$ cat src/design/pdm_pkg.sv
// Constants, register map and types shared by the microphone input path.
// Assumes a single 100 MHz system clock and an 8-bit register port.
package pdm_pkg;

    // ==================================================================
    // Register map
    localparam int ADDR_W = 8;
    localparam int DATA_W = 8;
    localparam logic [7:0] REG_MIC_CTRL = 8'h08;
    localparam logic [7:0] REG_LEFT_PWR = 8'h13;
    localparam logic [7:0] REG_RIGHT_PWR = 8'h16;
    localparam logic [7:0] REG_PIN1_FUNC = 8'h62;
    localparam logic [7:0] REG_PIN2_FUNC = 8'h63;
    localparam logic [7:0] REG_STATUS = 8'h70;
    localparam logic [7:0] RESET_BYTE = 8'h00;

    // ==================================================================
    // Field positions and codes
    localparam int MODE_MSB = 1;
    localparam int MODE_LSB = 0;
    localparam int PWR_BIT = 2;
    localparam int FUNC_MSB = 7;
    localparam int FUNC_LSB = 4;
    localparam logic [1:0] MIC_OFF = 2'h0;
    localparam logic [1:0] MIC_OSR128 = 2'h1;
    localparam logic [1:0] MIC_OSR64 = 2'h2;
    localparam logic [1:0] MIC_OSR32 = 2'h3;
    localparam logic [3:0] FUNC_MIC_CLK = 4'hA;
    localparam logic [3:0] FUNC_DATA_RISE = 4'h5;
    localparam logic [3:0] FUNC_DATA_FALL = 4'h6;
    localparam logic [3:0] FUNC_DATA_BOTH = 4'h7;
    localparam int STAT_OVERRUN = 0;
    localparam int STAT_MIC_ACTIVE = 1;
    localparam int STAT_FIFO_EMPTY = 2;
    localparam int STAT_CLK_DRIVE = 3;

    // ==================================================================
    // Ratios, widths and timing
    localparam logic [7:0] OSR_128 = 8'h80;
    localparam logic [7:0] OSR_64 = 8'h40;
    localparam logic [7:0] OSR_32 = 8'h20;
    localparam logic [7:0] OSR_INTERNAL = 8'h80;
    localparam logic [2:0] SHIFT_128 = 3'h0;
    localparam logic [2:0] SHIFT_64 = 3'h2;
    localparam logic [2:0] SHIFT_32 = 3'h4;
    localparam int AUDIO_W = 16;
    localparam int CIC_W = 18;
    localparam int FIFO_DEPTH = 8;
    localparam int DIV_W = 16;
    localparam int CLK_PERIOD_NS = 10;
    localparam int CLK_HZ = 1_000_000_000 / CLK_PERIOD_NS;
    localparam int SAMPLE_RATE_HZ = 48000;

    typedef enum logic [1:0] {CAP_NONE, CAP_RISE, CAP_FALL, CAP_BOTH} pdm_cap_t;

endpackage

$ cat src/design/pdm_cic.sv
// Second-order CIC decimator for a one-bit stream, one channel.
// Assumes the caller marks each input bit and each output instant with pulses.
`timescale 1ns/10ps
module pdm_cic #(
    parameter int W = pdm_pkg::CIC_W,
    parameter int OUT_W = pdm_pkg::AUDIO_W
) (
    input wire logic clk_i,
    input wire logic srst_i,
    input wire logic clear_i,
    input wire logic in_valid_i,
    input wire logic in_bit_i,
    input wire logic dump_i,
    input wire logic [2:0] shift_i,
    output logic [OUT_W-1:0] out_data_o
);
    localparam logic signed [W-1:0] STEP = W'(1);

    logic signed [W-1:0] int1_ff;
    logic signed [W-1:0] int2_ff;
    logic signed [W-1:0] dly1_ff;
    logic signed [W-1:0] dly2_ff;
    logic signed [W-1:0] nxt_int1;
    logic signed [W-1:0] nxt_int2;
    logic signed [W-1:0] comb1;
    logic signed [W-1:0] comb2;
    logic signed [W-1:0] scaled;

    // The comb stage sees the integrator value including a bit that lands in
    // the same cycle as the dump, so no bit of the frame is lost.
    always_comb begin
        nxt_int1 = int1_ff;
        nxt_int2 = int2_ff;
        if (in_valid_i) begin
            nxt_int1 = in_bit_i ? int1_ff + STEP : int1_ff - STEP;
            nxt_int2 = int2_ff + nxt_int1;
        end
        comb1 = nxt_int2 - dly1_ff;
        comb2 = comb1 - dly2_ff;
        scaled = comb2 <<< shift_i;
    end

    always_ff @(posedge clk_i) begin
        if (srst_i || clear_i) begin
            int1_ff <= '0;
            int2_ff <= '0;
            dly1_ff <= '0;
            dly2_ff <= '0;
            out_data_o <= '0;
        end else begin
            int1_ff <= nxt_int1;
            int2_ff <= nxt_int2;
            if (dump_i) begin
                dly1_ff <= nxt_int2;
                dly2_ff <= comb1;
                out_data_o <= scaled[OUT_W-1:0];
            end
        end
    end
endmodule

$ cat src/design/pdm_fifo.sv
// Synchronous FIFO with valid/ready on both sides.
// Assumes DEPTH is a power of two and both sides share one clock.
`timescale 1ns/10ps
module pdm_fifo #(
    parameter int WIDTH = 32,
    parameter int DEPTH = 8
) (
    input wire logic clk_i,
    input wire logic srst_i,
    input wire logic in_valid_i,
    input wire logic [WIDTH-1:0] in_data_i,
    output logic in_ready_o,
    output logic out_valid_o,
    output logic [WIDTH-1:0] out_data_o,
    input wire logic out_ready_i
);
    localparam int AW = $clog2(DEPTH);

    logic [WIDTH-1:0] mem [DEPTH];
    logic [AW-1:0] wr_ptr_ff;
    logic [AW-1:0] rd_ptr_ff;
    logic [AW:0] count_ff;
    logic push;
    logic pop;

    assign in_ready_o = count_ff != (AW+1)'(DEPTH);
    assign out_valid_o = count_ff != '0;
    assign out_data_o = mem[rd_ptr_ff];
    assign push = in_valid_i && in_ready_o;
    assign pop = out_valid_o && out_ready_i;

    always_ff @(posedge clk_i) begin
        if (push) begin
            mem[wr_ptr_ff] <= in_data_i;
        end
    end

    always_ff @(posedge clk_i) begin
        if (srst_i) begin
            wr_ptr_ff <= '0;
            rd_ptr_ff <= '0;
            count_ff <= '0;
        end else begin
            if (push) begin
                wr_ptr_ff <= wr_ptr_ff + 1'b1;
            end
            if (pop) begin
                rd_ptr_ff <= rd_ptr_ff + 1'b1;
            end
            if (push && !pop) begin
                count_ff <= count_ff + 1'b1;
            end else if (pop && !push) begin
                count_ff <= count_ff - 1'b1;
            end
        end
    end
endmodule

$ cat src/design/pdm_mic_top.sv
// Digital microphone input path: register file, microphone clock generator,
// bit-stream capture, source selection, two decimators and an output FIFO.
// Assumes one 100 MHz clock, a one-cycle register port and a host that
// drains stereo words with a valid/ready handshake.
//
// Summary of operation
// - Mode field 00 disables microphone input; 01, 10, 11 select ratios 128, 64, 32.
// - With microphone mode on, filters take the external stream, not the modulator.
// - Captured bits are decimated and audio words go out to the host.
// - Pin one function 1010 drives the microphone clock on that pin.
// - Pin two function 0101 samples microphone data on clock rising edges.
// - Pin two function 0110 samples microphone data on clock falling edges.
// - Pin two function 0111 samples microphone data on both clock edges.
// - Bit 2 of each channel power register powers that channel down or up.
//
// Strobed register access was chosen for this implementation.
`timescale 1ns/10ps
module pdm_mic_top #(
    parameter int SAMPLE_RATE_HZ = pdm_pkg::SAMPLE_RATE_HZ,
    parameter int FIFO_DEPTH = pdm_pkg::FIFO_DEPTH
) (
    input wire logic CLK_I,
    input wire logic SRST_I,
    input wire logic [pdm_pkg::ADDR_W-1:0] REG_ADDR_I,
    input wire logic [pdm_pkg::DATA_W-1:0] REG_WDATA_I,
    input wire logic REG_WR_I,
    input wire logic REG_RD_I,
    output logic [pdm_pkg::DATA_W-1:0] REG_RDATA_O,
    output logic MIC_CLOCK_OUT_PIN_O,
    output logic MIC_CLOCK_OUT_PIN_OE_O,
    input wire logic MIC_BITSTREAM_IN_PIN_I,
    input wire logic MOD_STROBE_I,
    input wire logic MOD_LEFT_BIT_I,
    input wire logic MOD_RIGHT_BIT_I,
    output logic AUDIO_VALID_O,
    output logic [pdm_pkg::AUDIO_W-1:0] AUDIO_LEFT_O,
    output logic [pdm_pkg::AUDIO_W-1:0] AUDIO_RIGHT_O,
    input wire logic AUDIO_READY_I
);
    localparam int WORD_W = 2 * pdm_pkg::AUDIO_W;

    // ==================================================================
    // Helper functions

    function automatic logic [7:0] osr_of(input logic [1:0] mode);
        logic [7:0] r;
        r = pdm_pkg::OSR_128;
        unique case (mode)
            pdm_pkg::MIC_OSR64: r = pdm_pkg::OSR_64;
            pdm_pkg::MIC_OSR32: r = pdm_pkg::OSR_32;
            default: r = pdm_pkg::OSR_128;
        endcase
        return r;
    endfunction

    // Output scaling keeps full scale at the same level for every ratio.
    function automatic logic [2:0] shift_of(input logic [1:0] mode);
        logic [2:0] r;
        r = pdm_pkg::SHIFT_128;
        unique case (mode)
            pdm_pkg::MIC_OSR64: r = pdm_pkg::SHIFT_64;
            pdm_pkg::MIC_OSR32: r = pdm_pkg::SHIFT_32;
            default: r = pdm_pkg::SHIFT_128;
        endcase
        return r;
    endfunction

    // Half period of the microphone clock in system cycles, rounded down and
    // never below one, so the clock is at least ratio times sample rate.
    function automatic logic [pdm_pkg::DIV_W-1:0] half_of(input logic [1:0] mode);
        int h;
        h = pdm_pkg::CLK_HZ / (2 * int'(osr_of(mode)) * SAMPLE_RATE_HZ);
        if (h < 1) begin
            h = 1;
        end
        return h[pdm_pkg::DIV_W-1:0];
    endfunction

    function automatic pdm_pkg::pdm_cap_t cap_of(input logic [3:0] func);
        pdm_pkg::pdm_cap_t r;
        r = pdm_pkg::CAP_NONE;
        unique case (func)
            pdm_pkg::FUNC_DATA_RISE: r = pdm_pkg::CAP_RISE;
            pdm_pkg::FUNC_DATA_FALL: r = pdm_pkg::CAP_FALL;
            pdm_pkg::FUNC_DATA_BOTH: r = pdm_pkg::CAP_BOTH;
            default: r = pdm_pkg::CAP_NONE;
        endcase
        return r;
    endfunction

    // ==================================================================
    // Register file

    logic [7:0] mic_ctrl_ff;
    logic [7:0] left_pwr_ff;
    logic [7:0] right_pwr_ff;
    logic [7:0] pin1_func_ff;
    logic [7:0] pin2_func_ff;
    logic overrun_ff;
    logic [7:0] status_byte;
    logic [7:0] nxt_rdata;
    logic overrun_set;
    logic overrun_clr;

    always_ff @(posedge CLK_I) begin
        if (SRST_I) begin
            mic_ctrl_ff <= pdm_pkg::RESET_BYTE;
            left_pwr_ff <= pdm_pkg::RESET_BYTE;
            right_pwr_ff <= pdm_pkg::RESET_BYTE;
            pin1_func_ff <= pdm_pkg::RESET_BYTE;
            pin2_func_ff <= pdm_pkg::RESET_BYTE;
        end else if (REG_WR_I) begin
            unique case (REG_ADDR_I)
                pdm_pkg::REG_MIC_CTRL: mic_ctrl_ff <= REG_WDATA_I;
                pdm_pkg::REG_LEFT_PWR: left_pwr_ff <= REG_WDATA_I;
                pdm_pkg::REG_RIGHT_PWR: right_pwr_ff <= REG_WDATA_I;
                pdm_pkg::REG_PIN1_FUNC: pin1_func_ff <= REG_WDATA_I;
                pdm_pkg::REG_PIN2_FUNC: pin2_func_ff <= REG_WDATA_I;
                default: ;
            endcase
        end
    end

    // A word lost in the same cycle as a clear still leaves the flag set.
    assign overrun_clr = REG_WR_I && REG_ADDR_I == pdm_pkg::REG_STATUS && REG_WDATA_I[pdm_pkg::STAT_OVERRUN];

    always_ff @(posedge CLK_I) begin
        if (SRST_I) begin
            overrun_ff <= 1'b0;
        end else begin
            overrun_ff <= overrun_set || (overrun_ff && !overrun_clr);
        end
    end

    // ==================================================================
    // Mode decode

    logic [1:0] mic_mode;
    logic mic_on;
    logic clk_drive;
    logic left_on;
    logic right_on;
    pdm_pkg::pdm_cap_t cap_mode;
    logic [7:0] frame_len;
    logic [pdm_pkg::DIV_W-1:0] half_len;
    logic fifo_in_ready;
    logic fifo_out_valid;

    assign mic_mode = mic_ctrl_ff[pdm_pkg::MODE_MSB:pdm_pkg::MODE_LSB];
    assign mic_on = mic_mode != pdm_pkg::MIC_OFF;
    assign clk_drive = mic_on && pin1_func_ff[pdm_pkg::FUNC_MSB:pdm_pkg::FUNC_LSB] == pdm_pkg::FUNC_MIC_CLK;
    assign cap_mode = cap_of(pin2_func_ff[pdm_pkg::FUNC_MSB:pdm_pkg::FUNC_LSB]);
    assign left_on = left_pwr_ff[pdm_pkg::PWR_BIT];
    assign right_on = right_pwr_ff[pdm_pkg::PWR_BIT];
    assign frame_len = mic_on ? osr_of(mic_mode) : pdm_pkg::OSR_INTERNAL;
    assign half_len = half_of(mic_mode);

    assign status_byte = {4'h0, clk_drive, !fifo_out_valid, mic_on, overrun_ff};

    always_comb begin
        nxt_rdata = '0;
        if (REG_RD_I) begin
            unique case (REG_ADDR_I)
                pdm_pkg::REG_MIC_CTRL: nxt_rdata = mic_ctrl_ff;
                pdm_pkg::REG_LEFT_PWR: nxt_rdata = left_pwr_ff;
                pdm_pkg::REG_RIGHT_PWR: nxt_rdata = right_pwr_ff;
                pdm_pkg::REG_PIN1_FUNC: nxt_rdata = pin1_func_ff;
                pdm_pkg::REG_PIN2_FUNC: nxt_rdata = pin2_func_ff;
                pdm_pkg::REG_STATUS: nxt_rdata = status_byte;
                default: nxt_rdata = '0;
            endcase
        end
    end

    always_ff @(posedge CLK_I) begin
        if (SRST_I) begin
            REG_RDATA_O <= '0;
        end else begin
            REG_RDATA_O <= nxt_rdata;
        end
    end

    // ==================================================================
    // Microphone clock generator

    logic [pdm_pkg::DIV_W-1:0] div_cnt_ff;
    logic mclk_ff;
    logic half_done;
    logic rise_evt;
    logic fall_evt;

    assign half_done = mic_on && div_cnt_ff >= half_len - 1'b1;
    assign rise_evt = half_done && !mclk_ff;
    assign fall_evt = half_done && mclk_ff;

    always_ff @(posedge CLK_I) begin
        if (SRST_I || !mic_on) begin
            div_cnt_ff <= '0;
            mclk_ff <= 1'b0;
        end else if (half_done) begin
            div_cnt_ff <= '0;
            mclk_ff <= !mclk_ff;
        end else begin
            div_cnt_ff <= div_cnt_ff + 1'b1;
        end
    end

    // The pin copies the internal clock through its own flop; the enable is
    // dropped whenever the pin is not assigned to the microphone clock.
    always_ff @(posedge CLK_I) begin
        if (SRST_I) begin
            MIC_CLOCK_OUT_PIN_O <= 1'b0;
            MIC_CLOCK_OUT_PIN_OE_O <= 1'b0;
        end else begin
            MIC_CLOCK_OUT_PIN_O <= clk_drive && (rise_evt ? 1'b1 : (fall_evt ? 1'b0 : mclk_ff));
            MIC_CLOCK_OUT_PIN_OE_O <= clk_drive;
        end
    end

    // ==================================================================
    // Bit-stream capture

    logic data_meta_ff;
    logic data_sync_ff;

    always_ff @(posedge CLK_I) begin
        if (SRST_I) begin
            data_meta_ff <= 1'b0;
            data_sync_ff <= 1'b0;
        end else begin
            data_meta_ff <= MIC_BITSTREAM_IN_PIN_I;
            data_sync_ff <= data_meta_ff;
        end
    end

    // In single-edge modes the same bit feeds both filters, so whichever
    // channel software powered carries the microphone.
    logic mic_left_valid;
    logic mic_right_valid;
    logic left_valid;
    logic right_valid;
    logic left_bit;
    logic right_bit;

    always_comb begin
        mic_left_valid = 1'b0;
        mic_right_valid = 1'b0;
        unique case (cap_mode)
            pdm_pkg::CAP_RISE: begin
                mic_left_valid = rise_evt;
                mic_right_valid = rise_evt;
            end
            pdm_pkg::CAP_FALL: begin
                mic_left_valid = fall_evt;
                mic_right_valid = fall_evt;
            end
            pdm_pkg::CAP_BOTH: begin
                mic_left_valid = rise_evt;
                mic_right_valid = fall_evt;
            end
            pdm_pkg::CAP_NONE: begin
                mic_left_valid = 1'b0;
                mic_right_valid = 1'b0;
            end
        endcase
    end

    // Source switch: the internal modulator is cut off while microphone mode is on.
    assign left_valid = mic_on ? mic_left_valid : MOD_STROBE_I;
    assign right_valid = mic_on ? mic_right_valid : MOD_STROBE_I;
    assign left_bit = mic_on ? data_sync_ff : MOD_LEFT_BIT_I;
    assign right_bit = mic_on ? data_sync_ff : MOD_RIGHT_BIT_I;

    // ==================================================================
    // Frame counter: one output word per ratio clock periods

    logic [7:0] frame_cnt_ff;
    logic frame_tick;
    logic dump;
    logic dump_d_ff;
    logic mic_on_d_ff;

    assign frame_tick = mic_on ? fall_evt : MOD_STROBE_I;
    assign dump = frame_tick && frame_cnt_ff >= frame_len - 1'b1;

    always_ff @(posedge CLK_I) begin
        if (SRST_I || mic_on != mic_on_d_ff) begin
            frame_cnt_ff <= '0;
        end else if (dump) begin
            frame_cnt_ff <= '0;
        end else if (frame_tick) begin
            frame_cnt_ff <= frame_cnt_ff + 1'b1;
        end
    end

    always_ff @(posedge CLK_I) begin
        if (SRST_I) begin
            dump_d_ff <= 1'b0;
            mic_on_d_ff <= 1'b0;
        end else begin
            dump_d_ff <= dump;
            mic_on_d_ff <= mic_on;
        end
    end

    // ==================================================================
    // Decimation filters

    logic [pdm_pkg::AUDIO_W-1:0] left_word;
    logic [pdm_pkg::AUDIO_W-1:0] right_word;
    logic [2:0] shift;

    assign shift = mic_on ? shift_of(mic_mode) : pdm_pkg::SHIFT_128;

    // A powered-down channel holds its filter cleared and contributes zero.
    pdm_cic u_cic_left (
        .clk_i(CLK_I),
        .srst_i(SRST_I),
        .clear_i(!left_on),
        .in_valid_i(left_valid),
        .in_bit_i(left_bit),
        .dump_i(dump),
        .shift_i(shift),
        .out_data_o(left_word)
    );

    pdm_cic u_cic_right (
        .clk_i(CLK_I),
        .srst_i(SRST_I),
        .clear_i(!right_on),
        .in_valid_i(right_valid),
        .in_bit_i(right_bit),
        .dump_i(dump),
        .shift_i(shift),
        .out_data_o(right_word)
    );

    // ==================================================================
    // Output FIFO and host stage

    logic push_req;
    logic fifo_out_ready;
    logic [WORD_W-1:0] fifo_out_data;

    // A full FIFO drops the new word rather than stalling the filters,
    // because the bit stream cannot be paused; the loss is flagged.
    assign push_req = dump_d_ff && (left_on || right_on);
    assign overrun_set = push_req && !fifo_in_ready;
    assign fifo_out_ready = !AUDIO_VALID_O || AUDIO_READY_I;

    pdm_fifo #(
        .WIDTH(WORD_W),
        .DEPTH(FIFO_DEPTH)
    ) u_fifo (
        .clk_i(CLK_I),
        .srst_i(SRST_I),
        .in_valid_i(push_req),
        .in_data_i({left_word, right_word}),
        .in_ready_o(fifo_in_ready),
        .out_valid_o(fifo_out_valid),
        .out_data_o(fifo_out_data),
        .out_ready_i(fifo_out_ready)
    );

    always_ff @(posedge CLK_I) begin
        if (SRST_I) begin
            AUDIO_VALID_O <= 1'b0;
            AUDIO_LEFT_O <= '0;
            AUDIO_RIGHT_O <= '0;
        end else if (fifo_out_ready) begin
            AUDIO_VALID_O <= fifo_out_valid;
            AUDIO_LEFT_O <= fifo_out_data[WORD_W-1:pdm_pkg::AUDIO_W];
            AUDIO_RIGHT_O <= fifo_out_data[pdm_pkg::AUDIO_W-1:0];
        end
    end

endmodule

$ cat config.mk
export PLATFORM = sky130hd
export DESIGN_NAME = pdm_mic_top
export DESIGN_NICKNAME = d
export VERILOG_FILES = /design/src/design/pdm_pkg.sv /design/src/design/pdm_cic.sv /design/src/design/pdm_fifo.sv /design/src/design/pdm_mic_top.sv
export SDC_FILE = /design/constraint.sdc
export NUM_CORES = 1
export LEC_CHECK = 0
export BUFFER_PORTS_ARGS = -buffer_cell sky130_fd_sc_hd__buf_2
export CAP_MARGIN = 5
export CORE_MARGIN = 5
export CORE_UTILIZATION = 60
export CTS_CLUSTER_DIAMETER = 200
export CTS_CLUSTER_SIZE = 14
export DETAILED_ROUTE_END_ITERATION = 10
export PLACE_DENSITY = 0.77
export SLEW_MARGIN = 15
export SYNTH_ARGS = -nofsm -noshare
export SYNTH_HDL_FRONTEND = slang
export SYNTH_SLANG_ARGS = --single-unit
$ cat constraint.sdc
create_clock -name CLK_I -period 15.33 [get_ports CLK_I]
set_input_delay 0.7665 -clock CLK_I [delete_from_list [all_inputs] [get_ports CLK_I]]
set_output_delay 0.7665 -clock CLK_I [all_outputs]
set_load 0.03 [all_outputs]
### Yosys cells after proc, flatten, opt, wreduce, memory -nomap -nowiden

Memory sizes are Yosys's and may differ from the RTL's. A register that Yosys moved wholly into a read port is not among the register bits.
Index checks and enable logic that the tools add are counted.

* bits in registers: 267
* RAM bits: 256
* output and inout port bits: 43
* word-level logic and storage cells: 144
* memories kept: 1

* add/sub/neg operators: 18
* multiply operators: 1
* divide/modulo/power cells: 1
* $lt $le $gt $ge: 3
* eq/ne operators: 17
* shift-type cells: 2
* mux-type cells: 24
* bitwise logic cells: 1
* reduce and logical (&&, ||, !) cells: 46

Memories
* u_fifo.mem: depth 8, bits a word 32, read ports 1, clocked after memory_dff 1, write ports 1, RTL line pdm_fifo.sv:19 `logic [WIDTH-1:0] mem [DEPTH];`

Operators by type and width (number)
* 2-to-1 mux 18 bit: 4
* subtractor 18 bit: 4
* case mux 8 bit (6 select lines): 1
* adder 18 bit: 2
* adder 18 x 2 -> 18 bit (second input constant): 2
* <<< shifter 18 x 3 -> 16 bit: 2
* subtractor 18 x 2 -> 18 bit (second input constant): 2
* divider 28 x 32 -> 32 bit (first input constant): 1
* < comparator 32 x 2 -> 1 bit (second input constant): 1
* equality test 8 x 7 -> 1 bit (second input constant): 3
* multiplier 8 x 9 -> 17 bit (second input constant): 1
* adder 16 x 1 -> 16 bit (second input constant): 1
* equality test 8 x 5 -> 1 bit (second input constant): 2
* >= comparator 16 bit: 1
* 2-to-1 mux 16 bit: 1
* case mux 8 bit (2 select lines): 1
* subtractor 16 x 1 -> 16 bit (second input constant): 1
* logical AND 1 bit: 15
* equality test 4 x 3 -> 1 bit (second input constant): 3
* logical NOT 1 bit: 10
* AND reduction 2 bit: 5
* OR reduction 2 bit: 5
* 2-to-1 mux 1 bit: 9
* adder 8 x 1 -> 8 bit (second input constant): 1
* other kinds (22): 35

### Depth between registers and ports, before layout

* depth after elaboration: 16
* gate-level depth with buffers: 78
* mapped depth without buffers: 74

### Hierarchy

Synthesis repeated with hierarchy kept, for this count alone.

* cells, all modules: 2496
* area, all modules: 27333.7 µm²

Modules (own cells, without submodules)
* pdm_fifo: instances 1, cells an instance 443, area each 10396.2 µm², seq. area each 7947.6 µm²
* pdm_cic (u_cic_right): instances 1, cells an instance 768, area each 6157.2 µm², seq. area each 1601.5 µm²
* pdm_cic (u_cic_left): instances 1, cells an instance 770, area each 6153.4 µm², seq. area each 1601.5 µm²
* pdm_mic_top: instances 1, cells an instance 515, area each 4626.9 µm², seq. area each 2262.2 µm²

### Least setup slack after synthesis

Ideal clock, no wire load.

* path type: register to register
* start point: register mic_ctrl_ff[0]
* end point: register u_cic_right.out_data_o[15]
* setup time: 0.122 ns
* data arrival time: 13.357 ns
* data required time: 15.208 ns
* slack: 1.851 ns
* stages on the path, launching flop included: 75
* path buffers: 4
* path through: dfxtp_1 > inv_2 > nand2_1 > clkbuf_1 > inv_1 > ha_1 > buf_2 > inv_1 > clkbuf_1 > nor2_1 > ha_1 > and4b_1 > o21a_1 > and3_1 > ha_1 > a21o_1 > nand2_1 > o31ai_1 > [... 39 more ...] > fa_1 > nor2b_1 > o21ai_0 > a21boi_0 > o21ai_0 > a21boi_0 > o21ai_0 > nor2b_1 > xnor2_1 > ha_1 > or2_2 > o311a_1 > o21a_1 > o21a_1 > o41ai_1 > xnor2_1 > xnor2_1 > a21oi_1

* cells in the longest elaborated chain, start to end: 16

RTL lines
* start, declared: RTL line pdm_mic_top.sv:94 `logic [7:0] mic_ctrl_ff;`
* start signal, assigned: RTL line pdm_mic_top.sv:107 `mic_ctrl_ff <= pdm_pkg::RESET_BYTE;`
* equality test 2 bit: RTL line pdm_mic_top.sv:48 `unique case (mode)`
* case mux 8 bit (2 select lines): RTL line pdm_mic_top.sv:48
* multiplier 8 x 9 -> 17 bit: RTL line pdm_mic_top.sv:72 `h = pdm_pkg::CLK_HZ / (2 * int'(osr_of(mode)) * SAMPLE_RATE_HZ);`
* divider 28 x 32 -> 32 bit: RTL line pdm_mic_top.sv:72
* < comparator 32 x 2 -> 1 bit: RTL line pdm_mic_top.sv:73 `if (h < 1) begin`
* 2-to-1 mux 16 bit: RTL line pdm_mic_top.sv:73
* subtractor 16 x 1 -> 16 bit: RTL line pdm_mic_top.sv:192 `assign half_done = mic_on && div_cnt_ff >= half_len - 1'b1;`
* >= comparator 16 bit: RTL line pdm_mic_top.sv:192
* logical AND 1 bit: RTL line pdm_mic_top.sv:192
* logical AND 1 bit, on equally long branches: RTL line pdm_mic_top.sv:194, pdm_mic_top.sv:193
* case mux 1 bit (3 select lines): RTL line pdm_mic_top.sv:248 `unique case (cap_mode)`
* 2-to-1 mux 1 bit: RTL line pdm_mic_top.sv:270 `assign right_valid = mic_on ? mic_right_valid : MOD_STROBE_I;`
* 2-to-1 mux 18 bit (*): RTL line pdm_cic.sv:34 `if (in_valid_i) begin`
* subtractor 18 bit (*): RTL line pdm_cic.sv:38 `comb1 = nxt_int2 - dly1_ff;`
* named net u_cic_right.comb1[8]: RTL line pdm_cic.sv:25 `logic signed [W-1:0] comb1;`
* subtractor 18 bit (*): RTL line pdm_cic.sv:39 `comb2 = comb1 - dly2_ff;`
* <<< shifter 18 x 3 -> 16 bit (*): RTL line pdm_cic.sv:40 `scaled = comb2 <<< shift_i;`
* end signal, assigned: RTL line pdm_cic.sv:56 `out_data_o <= scaled[OUT_W-1:0];`
* end, declared: RTL line pdm_cic.sv:15 `output logic [OUT_W-1:0] out_data_o`

Mark *: on every way through the listed nets, which the timed path passes. The rest lies on a longest branch.
A chain may end at the register's enable or synchronous reset.

### Worst setup path after layout

* start point: register mic_ctrl_ff[0]
* end point: register u_cic_left.out_data_o[15]

* cells in the longest elaborated chain, start to end: 16

RTL lines
* equality test 2 bit: RTL line pdm_mic_top.sv:48
* case mux 8 bit (2 select lines): RTL line pdm_mic_top.sv:48
* multiplier 8 x 9 -> 17 bit: RTL line pdm_mic_top.sv:72
* divider 28 x 32 -> 32 bit: RTL line pdm_mic_top.sv:72
* < comparator 32 x 2 -> 1 bit: RTL line pdm_mic_top.sv:73
* 2-to-1 mux 16 bit: RTL line pdm_mic_top.sv:73
* subtractor 16 x 1 -> 16 bit: RTL line pdm_mic_top.sv:192
* >= comparator 16 bit: RTL line pdm_mic_top.sv:192
* [... 2 more ...]
* case mux 1 bit (3 select lines): RTL line pdm_mic_top.sv:248
* 2-to-1 mux 1 bit: RTL line pdm_mic_top.sv:269 `assign left_valid = mic_on ? mic_left_valid : MOD_STROBE_I;`
* 2-to-1 mux 18 bit (*): RTL line pdm_cic.sv:34
* named net u_cic_left.nxt_int2[1]: RTL line pdm_cic.sv:24 `logic signed [W-1:0] nxt_int2;`
* subtractor 18 bit (*): RTL line pdm_cic.sv:38
* named net u_cic_left.comb1[7]: RTL line pdm_cic.sv:25
* subtractor 18 bit (*): RTL line pdm_cic.sv:39
* <<< shifter 18 x 3 -> 16 bit (*): RTL line pdm_cic.sv:40
* end signal, assigned: RTL line pdm_cic.sv:56
* end, declared: RTL line pdm_cic.sv:15

Marks and branches as above.

==> run summary <==
Multiplexer cells account for 7.91% of the synthesized area. The worst hold path stage count came out at 2. The synthesized design contains 539 register bits. The number of warnings printed during yosys synthesis came out at 0. The clock latency on the worst-skew pair came out at 0.60 ns. Data arrives at the worst endpoint at 14.48 ns. The hold violation total from the final report was 0.

In this run the cell area of the synthesized design comes to 26,700 µm². Summed over all instances, the cell type with the most area after synthesis is edfxtp_1. In this run the worst setup path terminates at u_cic_left.out_data_o[15]. Global routing used 23.6% of the available tracks. After synthesis, the cell types taking the most area are edfxtp_1 (29%), dfxtp_1 (21%), ha_1 (7.0%). After detailed routing, the number of remaining DRC violations is 0.

In this run the cell area measured after placement is 27,700 µm². The total power came out at 2.81 mW. The first-pass GRT wire length came out at 96,300 µm. The power per unit of standard cell area is 96.5 nW/µm². The number of cells in the design after placement came out at 3,152. The clock edge transition at the registers on the reported setup and hold paths came out at 0.07 ns. The sink count of the clock tree came out at 539. In this run the count of I/O pins placed on the die edge is 68. Entering global routing, the biggest net connects 82 pins. Yosys mapped the design onto 81 distinct sky130hd cell types. In this run the core area contains 77 standard-cell rows.

The repair_antennas step left the layout with diodes totalling 0. The adder-cell area share of the yosys netlist is 7.65%. The startpoint of the worst register-to-register path is mic_ctrl_ff[0]. The sort of element at the end of the critical path is a register. The simple-gate share of the synthesized area came out at 13.0%. The synthesized-area fraction occupied by ao, oa, aoi and oai cells is 14.0%. The path depth of the worst reg2reg path came out at 74. The slowest stage of the critical path belongs to the cell dfxtp_1. The flow ran to the end, and the final reports show no timing, DRC or antenna violations. Counting stages on the worst path, the most repeated cell is ha_1. The worst clock skew on the final layout came out at 0.0207 ns. The required arrival time at the worst endpoint came out at 15.80 ns. The normalized max-slew margin is 22.1%.

The floorplan step set the die height to 221 µm. Along the worst path, the maximum fanout reaches 32. The largest stage delay on the critical path is 0.41 ns. The floorplan step defined a core boundary enclosing 44,100 µm². Dividing the synthesized area by the synthesized cell count gives 10.4 µm². The critical path is of the reg2reg type. Counting flops with a built-in enable in the synthesized netlist gives 256. The cts-stage hold buffer count is 0.

The clock tree from TritonCTS is yes. The non-filler instance count after layout is 3,228. The post-DP HPWL is 37,900 µm. The post-synthesis async set-or-reset flop share came out at 0%. In the final timing run, aggregate negative setup slack is 0 ns. The worst min-delay path category is reg2reg. The total number of vias came out at 19,200. The number of global-route vias before repair was 18,700. The final weighted congestion in routability-driven placement is 0.853. The leakage dissipation is 9.83 nW. The total routed wirelength is 59,200 µm. The number of antenna violations at the first check in global routing came out at 0.

The floorplan step set the die width to 221 µm. In this run, the number of DRC markers left after iteration 0 of detailed routing was 1,611. The number of antenna-violating nets in the routed design came out at 0. The final standard cell utilization of the core came out at 65.9%.

The first-pass detailed-route iteration total came out at 7. The most used flip-flop cell after synthesis is dfxtp_1. The count of final setup violators came out at 0.

The maximum frequency from static timing analysis came out at 0.0714 GHz. Of the available clock period, the critical path in the final layout requires 91.4%. After detailed routing, the average wire length per cell comes to 18.3 µm. The maximum VDD drop came out at 0.0000806 V. The post-route cell area is 29,100 µm². The buffer type at the clock tree root is clkbuf_16.

The fraction of layout instances using a drive strength above 1 is 10.1%. The H-tree depth is 2. Across all register-to-register paths, the minimum setup slack is 1.32 ns. The area added between synthesis and finish came out at 8.83%. The final count of pins violating max slew came out at 0. Synthesis produced a netlist whose cell count is 2,568. The total of max-cap violations came out at 0. Summed over its instances, the top area cell type makes up 28.8% of the synthesized netlist area. The initial core utilization is 60.6%.

No sink is reached through more buffers than the 3 on the longest clock path. The time the worst path needs with I/O delays and setup is 14.01 ns. The transition time at the pin with the least slew margin came out at 1.16 ns. The fraction of synthesized cell area in xor and xnor cells came out at 3.74%. The number of nets at the end of the flow is 2,793. The die covers 48,900 µm².

For this run the aggregate overflow at the end of global routing stands at 0. By area, the combinational part of the netlist is dominated by compound AO/OA/AOI/OAI gates. In this run the critical register-to-register path is captured at u_cic_left.out_data_o[15]. After synthesis, flip-flops and latches occupy 50.0% of the total area. Tracing the worst setup path back leads to its startpoint at mic_ctrl_ff[0]. The startpoint type of the worst setup path is a register. The number of buffers added on ports came out at 67. The number of inserted filler cells in the final layout is 3,363. The via-per-instance ratio is 5.94. The TritonCTS buffer count is 44.
## cells by family after synthesis
family,count (synthesis)
simple gates,789
other cells,1
fa+ha+maj,158
mux,131
buf+inv,260
xor+xnor,114
flops,539
compound gates,576
## timing repair
item / 4_1_cts / 5_1_grt
setup endpoints to repair: 0 / 18
buffers inserted: 0 / 4
resized for setup: 0 / 24
## power breakdown
| part | leakage, nW | switching, mW | internal, mW |
|---|---|---|---|
| combinational | 5.16 | 0.152 | 0.0983 |
| clock | 0.607 | 0.505 | 0.548 |
| sequential | 4.06 | 0.00338 | 1.50 |
## state kept, by name, indices dropped and copies added (netlist names), 16 cells and up
register                cells
u_cic_left.dly1_ff         16
u_cic_right.out_data_o     16
u_cic_right.int1_ff        16
div_cnt_ff                 16
u_cic_left.out_data_o      16
u_cic_left.dly2_ff         16
u_cic_left.int1_ff         16
u_cic_right.dly2_ff        16
u_fifo.mem                256
AUDIO_RIGHT_O              16
u_cic_left.int2_ff         16
u_cic_right.dly1_ff        16
u_cic_right.int2_ff        16
AUDIO_LEFT_O               16
## layer usage
| layer | up-vias | global-route usage (%) | routed length (µm) |
|---|---|---|---|
| li1 | 9357 | - | - |
| met1 | 9216 | 31.1 | 25400 |
| met2 | 512 | 41.3 | 29500 |
| met3 | 85 | 3.53 | 3030 |
| met4 | 0 | 5.90 | 1200 |
| met5 | - | 0 | 0 |
## worst max-delay path: cells and delay by family (launching register included)
kind	cells	cell delay [ns]
compound gates	32	6.30
fa+ha+maj	11	2.99
simple gates	22	2.51
buf+inv	6	1.12
xor+xnor	3	0.51
flops	1	0.41
## layout by cell type (no fill, tap or decap), drive strengths merged, types with 7 or more instances in the layout
master / count
clkbuf: 69
or3: 15
o21bai: 7
xnor2: 82
a31oi: 13
nor2: 270
o21ai: 94
fa: 9
o221ai: 7
nor2b: 26
a21o: 28
mux2i: 65
xor2: 32
nand2b: 19
a211oi: 73
a21boi: 12
and2: 17
a221oi: 7
inv: 146
nand2: 278
a211o: 8
a21oi: 209
ha: 149
a22oi: 7
edfxtp: 256
buf: 102
o2111ai: 7
conb: 11
nor3: 35
o211ai: 25
o31ai: 7
or2: 8
and3: 13
dfxtp: 283
nor4: 8
o21a: 15
nand3: 68
mux4: 64
nand4: 9
## area by class of cell
class	instances	area [µm²]	share of cell area (%)
flip-flops and latches	539	13400	45.9
clock buffers	69	1220	4.18
clock inverters	3	48.8	0.168
repair buffers	102	621	2.13
well taps	592	741	2.55
inverters	144	547	1.88
multi-input cells	1779	12600	43.2
## cell usage after synthesis (17+ instances only)
master and n:
o211ai_1 25, mux4_2 64, dfxtp_1 283, o21ai_0 90, edfxtp_1 256, a21o_1 28, and2_1 17, nand3_1 68
nand2_1 278, nand2b_1 19, xor2_1 32, nor2_1 270, xnor2_1 82, mux2i_1 65, a211oi_1 72, a21oi_1 206
ha_1 149, inv_1 142, nor2b_1 26, clkbuf_1 96, nor3_1 35
## how the worst min path moves through the flow
| stage | to | start |
|---|---|---|
| 3_5_place_dp | u_cic_right.dly2_ff[10] | u_cic_right.dly2_ff[10] |
| 2_1_floorplan | data_sync_ff | data_meta_ff |
| 6_report | u_cic_right.dly1_ff[12] | u_cic_right.dly1_ff[12] |
| 4_1_cts | data_meta_ff | MIC_BITSTREAM_IN_PIN_I |
| 5_1_grt | data_meta_ff | MIC_BITSTREAM_IN_PIN_I |
| 3_3_place_gp | u_cic_right.dly2_ff[8] | u_cic_right.dly2_ff[8] |
## metrics by stage
| step | setup WS [ns] | hold slack, ns |
|---|---|---|
| 3_5_place_dp | 0.628 | 0.446 |
| 5_1_grt | -0.0113 | 0.444 |
| 4_1_cts | 0.517 | 0.433 |
| 6_report | 1.32 | 0.454 |
| 3_3_place_gp | 0.910 | 0.442 |
| 2_1_floorplan | 1.85 | 0.414 |
No activity file was read; power rests on OpenSTA's default activity.
